--- src/stc_pkg.sv ---
// package of constants and types for the sim translator control block
package stc_pkg;
  // ********************************************************
  // serial bus
  // ********************************************************
  localparam logic [6:0] STC_ADDR_VAR_A = 7'h60;
  localparam logic [6:0] STC_ADDR_VAR_B = 7'h61;
  localparam logic [6:0] STC_ADDR_VAR_C = 7'h62;
  localparam logic [7:0] STC_PTR_VALUE = 8'h00;
  localparam int STC_STD_KHZ = 100;
  localparam int STC_FAST_KHZ = 400;
  // ********************************************************
  // device_configuration register
  // ********************************************************
  localparam logic [7:0] STC_CFG_RESET = 8'h00;
  localparam int STC_BIT_REG_DIS = 7;
  localparam int STC_BIT_PIN_FN = 6;
  localparam int STC_BIT_RST_ACT = 5;
  localparam int STC_BIT_LATCH = 4;
  localparam int STC_BIT_EN_POL = 3;
  localparam int STC_BIT_VSEL = 1;
  localparam int STC_BIT_DEV_EN = 0;
  localparam logic [7:0] STC_CFG_WMASK = 8'hfb;
  // ********************************************************
  // timing
  // ********************************************************
  localparam int STC_CLK_MHZ = 200;
  localparam int STC_ONESHOT_NS = 20;
  localparam int STC_ONESHOT_CYC =
    (STC_ONESHOT_NS * STC_CLK_MHZ + 999) / 1000;
  localparam int STC_UPD_CYC = 4;
  localparam int STC_FILT_CYC = 2;
  // ********************************************************
  // types
  // ********************************************************
  typedef enum logic [2:0] {
    STC_IDLE, STC_ADDR, STC_AACK, STC_WDATA, STC_WACK,
    STC_RDATA, STC_RACK, STC_WAITP
  } stc_state_t;
  typedef enum logic [1:0] {
    STC_DIR_NONE, STC_DIR_HOST, STC_DIR_CARD
  } stc_dir_t;
  typedef struct packed {
    logic scl;
    logic sda;
  } stc_bus_in_t;
  typedef struct packed {
    logic regulator_on;
    logic voltage_select;
    logic supply_pulldown;
  } stc_supply_t;
endpackage : stc_pkg

--- src/stc_core.sv ---
// sim translator control: serial slave, config register and channels
`timescale 1ns/10ps
`default_nettype none

// Notes on behaviour
// - first falling side owns data; other follows
// - one-shot drive helps rising data edge
// - both driving low releases both high
// - reset and clock go host to card only
// - supply defaults low, write selects level
// - translation stays active with regulator off
// - thermal or overcurrent fault disables regulator
// - pull-down card supply while regulator off
// - power-on reset sets register and machine
// - slave works at any clock to maximum
// - bytes move msb first, master clocks
// - address byte: seven bits plus direction
// - one fixed address chosen per variant
// - no subaddress; next byte is data
// - read ack or nack both accepted
// - slave acks address and write data
// - register updates only after stop
// - requests ignored during register update
// - bit 1 selects supply level
// - bit 7 disables regulator when set
// - bit 6 chooses reset or enable pin
// - bit 0 enables; read-only in pin mode
module stc_core #(
  parameter int VARIANT = 0
) (
  // clock and power-on reset
  input wire logic mclk,
  input wire logic reset,
  // serial bus
  input wire stc_pkg::stc_bus_in_t bus_in,
  output logic sda_out,
  output logic sda_oe,
  // host side pins
  input wire logic host_data_in,
  output logic host_data_out,
  output logic host_data_oe,
  input wire logic host_clock_in,
  input wire logic host_reset_en,
  // card side pins
  input wire logic card_data_line_in,
  output logic card_data_line_out,
  output logic card_data_line_oe,
  output logic card_clock_out,
  output logic card_reset_out,
  // regulator
  input wire logic thermal_fault,
  input wire logic overcurrent_fault,
  output stc_pkg::stc_supply_t card_supply_output,
  output logic device_active,
  output logic [7:0] device_configuration
);
  import stc_pkg::*;

  // only three fixed addresses exist, so other variants are refused
  if (VARIANT < 0 || VARIANT > 2) begin : g_bad_variant
    $error("VARIANT must be 0, 1 or 2");
  end

  localparam logic [6:0] OWN_ADDR = (VARIANT == 0) ? STC_ADDR_VAR_A :
    (VARIANT == 1) ? STC_ADDR_VAR_B : STC_ADDR_VAR_C;

  // ********************************************************
  // serial bus sampling and start/stop detection
  // ********************************************************
  logic [1:0] scl_h_q;
  logic [1:0] sda_h_q;
  always_ff @(posedge mclk) begin
    if (reset) begin
      scl_h_q <= 2'h3;
      sda_h_q <= 2'h3;
    end else begin
      scl_h_q <= {scl_h_q[0], bus_in.scl};
      sda_h_q <= {sda_h_q[0], bus_in.sda};
    end
  end
  wire scl_rise = scl_h_q == 2'h1;
  wire scl_fall = scl_h_q == 2'h2;
  wire bit_start = scl_h_q[0] && (sda_h_q == 2'h2);
  wire bit_stop = scl_h_q[0] && (sda_h_q == 2'h1);
  wire sda_s = sda_h_q[0];

  // ********************************************************
  // slave state machine
  // ********************************************************
  stc_state_t state_q;
  stc_state_t state_d;
  logic [3:0] bit_q;
  logic [7:0] shift_q;
  logic [7:0] cfg_q;
  logic [7:0] pend_q;
  logic pend_ok_q;
  logic [2:0] upd_q;
  logic sda_oe_q;
  logic [7:0] read_view;
  wire busy = upd_q != 3'h0;
  wire byte_done = scl_rise && (bit_q == 4'h7);
  wire [7:0] shift_next = {shift_q[6:0], sda_s};
  wire addr_match = shift_next[7:1] == OWN_ADDR;
  wire read_first = shift_q[0] && !read_view[7];

  always_comb begin
    state_d = state_q;
    case (state_q)
      STC_IDLE: state_d = state_q;
      STC_ADDR: begin
        if (byte_done) begin
          state_d = addr_match ? STC_AACK : STC_WAITP;
        end
      end
      STC_AACK: begin
        if (scl_fall && sda_oe_q) begin
          state_d = shift_q[0] ? STC_RDATA : STC_WDATA;
        end
      end
      STC_WDATA: begin
        if (byte_done) begin
          state_d = STC_WACK;
        end
      end
      STC_WACK: begin
        if (scl_fall && sda_oe_q) begin
          state_d = STC_WAITP;
        end
      end
      STC_RDATA: begin
        if (scl_fall && bit_q == 4'h8) begin
          state_d = STC_RACK;
        end
      end
      STC_RACK: begin
        if (scl_fall) begin
          state_d = STC_WAITP;
        end
      end
      STC_WAITP: state_d = state_q;
      default: state_d = STC_IDLE;
    endcase
    if (bit_stop) begin
      state_d = STC_IDLE;
    end else if (bit_start) begin
      state_d = busy ? STC_WAITP : STC_ADDR;
    end
  end

  always_ff @(posedge mclk) begin
    if (reset) begin
      state_q <= STC_IDLE;
    end else begin
      state_q <= state_d;
    end
  end

  always_ff @(posedge mclk) begin
    if (reset || bit_start || state_d != state_q) begin
      bit_q <= 4'h0;
    end else if (scl_rise) begin
      bit_q <= bit_q + 4'h1;
    end
  end

  always_ff @(posedge mclk) begin
    if (reset) begin
      shift_q <= 8'h00;
    end else if (scl_rise && (state_q == STC_ADDR ||
        state_q == STC_WDATA)) begin
      shift_q <= shift_next;
    end else if (state_q == STC_AACK && state_d == STC_RDATA) begin
      // msb goes out as the ack ends, so keep only the bits still to send
      shift_q <= {read_view[6:0], 1'b0};
    end else if (state_q == STC_RDATA && scl_fall) begin
      shift_q <= {shift_q[6:0], 1'b0};
    end
  end

  // ack drive: asserted from the falling edge after bit 8 until the
  // falling edge after the ninth clock
  always_ff @(posedge mclk) begin
    if (reset || bit_start || bit_stop) begin
      sda_oe_q <= 1'b0;
    end else if (scl_fall) begin
      case (state_q)
        STC_AACK: sda_oe_q <= sda_oe_q ? read_first : 1'b1;
        STC_WACK: sda_oe_q <= ~sda_oe_q;
        STC_RDATA: sda_oe_q <= (bit_q != 4'h8) && !shift_q[7];
        default: sda_oe_q <= 1'b0;
      endcase
    end
  end

  // ********************************************************
  // register write: captured at ack, committed after stop
  // ********************************************************
  always_ff @(posedge mclk) begin
    if (reset) begin
      pend_q <= STC_CFG_RESET;
      pend_ok_q <= 1'b0;
    end else if (state_q == STC_WACK && state_d == STC_WAITP) begin
      pend_q <= shift_q;
      pend_ok_q <= 1'b1;
    end else if (bit_start) begin
      pend_ok_q <= 1'b0;
    end else if (bit_stop) begin
      pend_ok_q <= 1'b0;
    end
  end

  // starts only after stop, so a half-sent byte never reaches the pins
  always_ff @(posedge mclk) begin
    if (reset) begin
      upd_q <= 3'h0;
    end else if (bit_stop && pend_ok_q) begin
      upd_q <= 3'(STC_UPD_CYC);
    end else if (busy) begin
      upd_q <= upd_q - 3'h1;
    end
  end

  wire pin_mode = cfg_q[STC_BIT_PIN_FN];
  wire pin_enable = host_reset_en ^ cfg_q[STC_BIT_EN_POL];
  always_ff @(posedge mclk) begin
    if (reset) begin
      cfg_q <= STC_CFG_RESET;
    end else if (upd_q == 3'h1) begin
      cfg_q <= pend_q & STC_CFG_WMASK;
    end
  end
  // bit 0 reads the pin state while in pin enable mode
  assign read_view = pin_mode ?
    {cfg_q[7:1], pin_enable} : cfg_q;
  wire dev_en = pin_mode ? pin_enable : cfg_q[STC_BIT_DEV_EN];

  // ********************************************************
  // data channel direction logic
  // ********************************************************
  // only a fresh fall claims the line; a side already low when ownership
  // ends cannot seize it, which keeps a double drive from sticking
  stc_dir_t dir_q;
  logic host_prev_q;
  logic card_prev_q;
  logic [2:0] shot_q;
  logic shot_host_q;
  wire host_low = !host_data_in;
  wire card_low = !card_data_line_in;
  always_ff @(posedge mclk) begin
    if (reset || !dev_en) begin
      dir_q <= STC_DIR_NONE;
    end else begin
      case (dir_q)
        STC_DIR_NONE: begin
          if (host_low && host_prev_q) begin
            dir_q <= STC_DIR_HOST;
          end else if (card_low && card_prev_q) begin
            dir_q <= STC_DIR_CARD;
          end
        end
        STC_DIR_HOST: if (!host_low) dir_q <= STC_DIR_NONE;
        STC_DIR_CARD: if (!card_low) dir_q <= STC_DIR_NONE;
        default: dir_q <= STC_DIR_NONE;
      endcase
    end
  end

  always_ff @(posedge mclk) begin
    if (reset) begin
      host_prev_q <= 1'b1;
      card_prev_q <= 1'b1;
      shot_q <= 3'h0;
      shot_host_q <= 1'b0;
    end else begin
      host_prev_q <= host_data_in;
      card_prev_q <= card_data_line_in;
      if (dir_q == STC_DIR_HOST && !host_low) begin
        shot_q <= 3'(STC_ONESHOT_CYC);
        shot_host_q <= 1'b0;
      end else if (dir_q == STC_DIR_CARD && !card_low) begin
        shot_q <= 3'(STC_ONESHOT_CYC);
        shot_host_q <= 1'b1;
      end else if (shot_q != 3'h0) begin
        shot_q <= shot_q - 3'h1;
      end
    end
  end

  // ********************************************************
  // registered outputs
  // ********************************************************
  wire latched = cfg_q[STC_BIT_LATCH];
  wire vsel = cfg_q[STC_BIT_VSEL];
  wire reg_dis = cfg_q[STC_BIT_REG_DIS];
  wire reg_on = dev_en && !reg_dis &&
    !thermal_fault && !overcurrent_fault;
  wire shot_on = shot_q != 3'h0;
  always_ff @(posedge mclk) begin
    if (reset) begin
      sda_out <= 1'b0;
      sda_oe <= 1'b0;
      host_data_out <= 1'b1;
      host_data_oe <= 1'b0;
      card_data_line_out <= 1'b1;
      card_data_line_oe <= 1'b0;
      card_clock_out <= 1'b0;
      card_reset_out <= 1'b0;
      card_supply_output <= '{1'b0, 1'b0, 1'b1};
      device_active <= 1'b0;
      device_configuration <= STC_CFG_RESET;
    end else begin
      sda_out <= 1'b0;
      sda_oe <= sda_oe_q;
      // translation ignores regulator bit; needs enable, and card side drive also needs latch bit clear
      host_data_out <= !(dir_q == STC_DIR_CARD);
      host_data_oe <= dev_en &&
        (dir_q == STC_DIR_CARD || (shot_on && shot_host_q));
      card_data_line_out <= !(dir_q == STC_DIR_HOST);
      card_data_line_oe <= dev_en && !latched &&
        (dir_q == STC_DIR_HOST || (shot_on && !shot_host_q));
      if (!dev_en) begin
        card_clock_out <= 1'b0;
        card_reset_out <= 1'b0;
      end else if (!latched) begin
        card_clock_out <= host_clock_in;
        card_reset_out <= pin_mode ? cfg_q[STC_BIT_RST_ACT] :
          host_reset_en;
      end
      card_supply_output <= '{reg_on, vsel,
        !reg_on};
      device_active <= dev_en;
      device_configuration <= read_view;
    end
  end
endmodule : stc_core

`default_nettype wire

--- config.mk ---
export PLATFORM = sky130hd
export DESIGN_NAME = stc_core
export DESIGN_NICKNAME = d
export VERILOG_FILES = /design/src/stc_pkg.sv /design/src/stc_core.sv
export SDC_FILE = /design/constraint.sdc
export NUM_CORES = 1
export LEC_CHECK = 0
export BUFFER_PORTS_ARGS = -buffer_cell sky130_fd_sc_hd__buf_2
export CORE_MARGIN = 2
export CORE_UTILIZATION = 63
export DETAILED_ROUTE_END_ITERATION = 8
export PLACE_DENSITY = 0.84
export RECOVER_POWER = 25
export SYNTH_ARGS = -nofsm -noshare
export SYNTH_HDL_FRONTEND = slang
export SYNTH_SLANG_ARGS = --single-unit
--- constraint.sdc ---
create_clock -name mclk -period 3.2 [get_ports mclk]
set_input_delay 0.32 -clock mclk [delete_from_list [all_inputs] [get_ports mclk]]
set_output_delay 0.32 -clock mclk [all_outputs]
set_load 0.02 [all_outputs]
# == Word level (Yosys, flattened, before mapping) ==
# Cells that the tools add are included.
# op_classes
add_sub_neg,3
eq_ne,24
muxes,33
bitwise,3
reduce_logical,58
# ops
op,count
$mux W3,16
$logic_and A1 B1 Y1,24
$mux W8,3
$pmux W3 S7,1
$eq A3 B3 Y1 const B,6
$reduce_bool A3 Y1,5
$logic_not A1 Y1,13
$mux W2,4
$reduce_or A2 Y1,4
$eq A7 B7 Y1 const B,1
$logic_or A1 B1 Y1,7
$mux W7,1
$eq A2 B1 Y1 const B,3
$eq A2 B2 Y1 const B,3
$eq A3 B1 Y1 const B,2
$eq A3 B2 Y1 const B,2
$mux W1,6
$pmux W2 S3,1
$sub A3 B1 Y3 const B,2
$add A4 B1 Y4 const B,1
$eq A4 B3 Y1 const B,1
$eq A4 B4 Y1 const B,1
$ne A2 B2 Y1 const B,2
$ne A4 B4 Y1 const B,1
other kinds (10),11
# totals
register_bits,66
inputBits,10
output_inout_bits,20
elab_cells,150

# == Depth between registers and ports, before layout ==
# depth
ltp_word,10
ltp_mapped,9
depth_no_buf,8

# == Least setup slack after synthesis ==
# No wires, ideal clock.
# synth_path
kind,register -> register
startpoint,register bit_q[0]
endpoint,register pend_q[0]
setup_ns,0.132
arrival_time_ns,1.627
required_ns,3.068
path_slack_ns,1.440
path_stages_with_launch,8
synth_period_minus_slack_ns,1.760
cell_sequence,dfxtp_1 -> ha_1 -> and3b_1 -> nand4_2 -> and3_4 -> o31a_1 -> o21ai_1 -> a21oi_1
# synth_between
elab_chain_cells,8
elab_cells_between_ends,12
cone_classes,eq/ne: 3; mux: 6; reduce/logical: 3
# synth_lines
element,line_no,source
"start, declared",stc_core.sv:92,logic [3:0] bit_q;
"start signal, assigned",stc_core.sv:162,bit_q <= bit_q + 4'h1;
$eq A4 B4 Y1 or $eq A4 B3 Y1 (tied branches),"stc_core.sv:131, stc_core.sv:101",
"$logic_and A1 B1 Y1, on equally long branches","stc_core.sv:131, stc_core.sv:101",
"$mux W3, on equally long branches","stc_core.sv:131, stc_core.sv:111, stc_core.sv:121",
$pmux W3 S7 (*),stc_core.sv:108,case (state_q)
$mux W3 (*),stc_core.sv:145,end else if (bit_start) begin
$mux W3 (*),stc_core.sv:143,if (bit_stop) begin
$eq A3 B3 Y1 (*),stc_core.sv:202,end else if (state_q == STC_WACK && state_d == STC_WAITP) begin
$logic_and A1 B1 Y1 (*),stc_core.sv:202,
"end signal, assigned",stc_core.sv:203,pend_q <= shift_q;
"end, declared",stc_core.sv:95,logic [7:0] pend_q;
# Every way passes the cells marked *; elsewhere a longest branch is shown, timed or not.
# A chain may end at the register's enable or synchronous reset.

# == Worst setup path after layout ==
# layout_path
startpoint,register scl_h_q[0]
endpoint,register pend_q[3]
# layout_between
elab_chain_cells,8
elab_cells_between_ends,18
cone_classes,eq/ne: 3; mux: 9; reduce/logical: 6
# layout_lines
element,line_no,source
"start, declared",stc_core.sv:70,logic [1:0] scl_h_q;
"start signal, assigned",stc_core.sv:77,"scl_h_q <= {scl_h_q[0], bus_in.scl};"
$eq A2 B2 Y1 or $eq A2 B1 Y1 (tied branches),"stc_core.sv:82, stc_core.sv:81",
"$logic_and A1 B1 Y1, on equally long branches",n/a,
"$mux W3, on equally long branches",n/a,
$pmux W3 S7,stc_core.sv:108,
$mux W3,stc_core.sv:145,
$mux W3 (*),stc_core.sv:143,
$eq A3 B3 Y1 (*),stc_core.sv:202,
$logic_and A1 B1 Y1 (*),stc_core.sv:202,
# Marked as above.

==> results.sh <==
export IMPL_routed_wl_mm=5.87
export IMPL_timing_hold_ws_ns=0.161
export IMPL_slew_violations=52
export IMPL_core_area_um2=4410
export IMPL_worstSetupPathType="reg -> reg"
export IMPL_synth_edf_count=0
export IMPL_regArea_um2=1240
export IMPL_cts_buffers=9
export IMPL_dieArea_um2=5220
export IMPL_grtUsageTotal_pct=24.1
export IMPL_cts_tree="done"
export IMPL_cts_hold_buf=0
export IMPL_max_cap_violations=1
export IMPL_period_minus_slack_ns=2.36
export IMPL_vias=2329
export IMPL_cp_start_kind="flip-flop"
export IMPL_synth_largest_area_cell="dfxtp_1"
export IMPL_drtPass1Iterations=4
export IMPL_ys_seq_area_share_pct=42.3
export IMPL_first_global_vias=2218
export IMPL_die_y_um=72.3
export IMPL_synth_common_cells="dfxtp_1, nor2_1, a21oi_1, nand2_1, nor2b_1"
export IMPL_ys_ff_latch=62
export IMPL_dp_hpwl_mm=4.05
export IMPL_die_w_um=72.3
export IMPL_routabilityCongestion=0.906
export IMPL_grt_pass1_wl_mm=9.83
export IMPL_cp_slowest_cell="nor2b_1"
export IMPL_critPathMaxFanout=9
export IMPL_initial_core_util_pct=66.5
export IMPL_critical_path_top_delay_family="simple AND/OR/NAND/NOR gates"
export IMPL_crit_required_ns=3.32
export IMPL_yosysMostFrequentCell="dfxtp_1"
export IMPL_path_clk_slew_ns=0.07
export IMPL_htreeDepth=3
export IMPL_cp_slowest_stage_delay_ns=0.59
export IMPL_end_kind="flip-flop"
export IMPL_crit_path_cell_trace="nor2b_1 -> nand4_2 -> and3_4 -> o31a_1 -> o21ai_1 -> a21oi_1"
export IMPL_multi_input_area_um2=1520
export IMPL_timing_final_crit_share_pct=73.9
export IMPL_clk_latency_ns=0.34
export IMPL_finalNonFillerCells=392
export IMPL_io_buffers=27
export IMPL_violations="max-capacitance violations, max-slew violations"
export IMPL_path_buf_inv=0
export IMPL_setup_violations=0
export IMPL_rows=24
export IMPL_max_freq_ghz=0.423
export IMPL_critPathArrivalTime_ns=2.49
export IMPL_antenna_left=0
export IMPL_rsz0062_at_grt="no"
export IMPL_hp_class="in -> reg"
export IMPL_root_buffer="clkbuf_8"
export IMPL_diodes=0
export IMPL_tightest_slew_ns=2.10
export IMPL_synth_area_per_cell_um2=9.29
export IMPL_grt_max_degree=52
export IMPL_first_iter_violations=174
export IMPL_wl_per_cell_um=15.0
export IMPL_fill_cells=339
export IMPL_dp_cells=376
export IMPL_cts_resized=0
export IMPL_synthFlopType="dfxtp_1"
export IMPL_ir_drop_mv=0.345
export IMPL_antenna_found_initial=0
export IMPL_netlist_top_cells_area="dfxtp_1, mux2i_1, nor2_1, a21oi_1, ha_1"
export IMPL_tns_ns=0
export IMPL_overflow=0
export IMPL_power_density_cell_area_nw_per_um2=610
export IMPL_post_cts_buffers=0
export IMPL_via_per_inst=5.94
export IMPL_cts_buffer_depth=2
export IMPL_syn_to_final_growth_pct=10.4
export IMPL_hold_viol_final=0
export IMPL_async_reset_ff_share_pct=0
export IMPL_ys_types=66
export IMPL_synth_top_area_share_pct=42.3
export IMPL_pin_count=30
export IMPL_layout_nets=352
export IMPL_skew_ns=0.00689
export IMPL_outcome="finished, violations left"
export IMPL_final_core_util_pct=73.4
export IMPL_layout_drive_gt1_share_pct=20.6
export IMPL_drc=0
export IMPL_ys_warn_count=0
export IMPL_slew_headroom_pct=-40.1
export IMPL_cts_sinks=62
export IMPL_syn_cell_area_um2=2940
export IMPL_syn_inst=316
export IMPL_p_leak_nw=1.28
-- kinds of logic after synthesis --
group           Yosys count  share of synthesized area, %
fa+ha+maj                 8                          3.37
xor+xnor                  6                          1.79
mux                      13                          4.47
other cells               1                         0.128
buf+inv                  33                          6.05
simple gates            123                          24.4
compound gates           70                          17.6
flops                    62                          42.3
-- cell type report --
cell class / count / share of cell area, %
multi-input combinational: 222 / 46.9
sequential: 62 / 38.3
clock buffer: 10 / 4.25
timing repair buffer: 28 / 4.21
clock inverter: 6 / 2.86
tap: 52 / 2.01
inverter: 12 / 1.47
-- report_power, final --
part / internal, mW / switching [mW] / total, mW
clock network: 0.463 / 0.315 / 0.778
logic: 0.149 / 0.193 / 0.342
registers: 0.815 / 0.0431 / 0.858
total: 1.43 / 0.551 / 1.98
-- routing by layer --
layer  global-route usage, %  part of all wire, %  up-vias
li1                        -                    -     1152
met1                    29.5                   44     1086
met2                    39.7                   48       70
met3                    4.86                  4.9       21
met4                    13.6                  3.2        0
met5                       0                    0        -
-- final timing paths --
path / from / end / slack (ns) / cells past startpoint
max: scl_h_q[0] / pend_q[3] / 0.84 / 6
min: card_data_line_in / dir_q[1] / 0.16 / 2
max reg2reg: scl_h_q[0] / pend_q[3] / 0.84 / 6
min reg2reg: host_prev_q / dir_q[0] / 0.48 / 2
-- registers in the layout, indices dropped and copies added (netlist names) --
name                  cells
card_prev_q               1
card_reset_out            1
shift_q                   8
cfg_q                     7
pend_ok_q                 1
sda_h_q                   2
card_data_line_oe         1
card_data_line_out        1
sda_oe                    1
card_clock_out            1
card_supply_output        2
upd_q                     3
device_configuration      7
host_prev_q               1
scl_h_q                   2
host_data_out             1
host_data_oe              1
shot_q                    3
shot_host_q               1
dir_q                     2
pend_q                    7
bit_q                     4
sda_oe_q                  1
state_q                   3
-- layout by cell type, fill, tap and decap left out, drive strengths merged, types with 3 or more instances in the layout --
cell     n
buf     23
nand2b  11
nand3b   3
nor4     8
or2      8
nand4    3
a311oi   5
clkbuf  15
a21oi   20
nand2   20
nor2    29
o31ai    3
nor3     7
mux2i   12
o21ai   19
ha       7
inv     13
dfxtp   62
xnor2    4
a211oi   7
nor2b   13
nand3   10
-- through the flow --
stage	power, mW	instance area (um2)	setup WS (ns)
final	1.98	3240	0.836
after global routing	2.07	3240	0.702
after global placement	1.20	3020	1.09
after floorplan	1.16	2940	1.44
after detailed placement	1.22	3020	0.999
after CTS	1.99	3250	0.932
-- worst reg2reg max path: stages, from the launching register on --
cell	delay, ns
dfxtp_1	0.46
nor2b_1	0.59
nand4_2	0.18
and3_4	0.25
o31a_1	0.38
o21ai_1	0.19
a21oi_1	0.10
No activity file was read; power rests on OpenSTA's default activity.
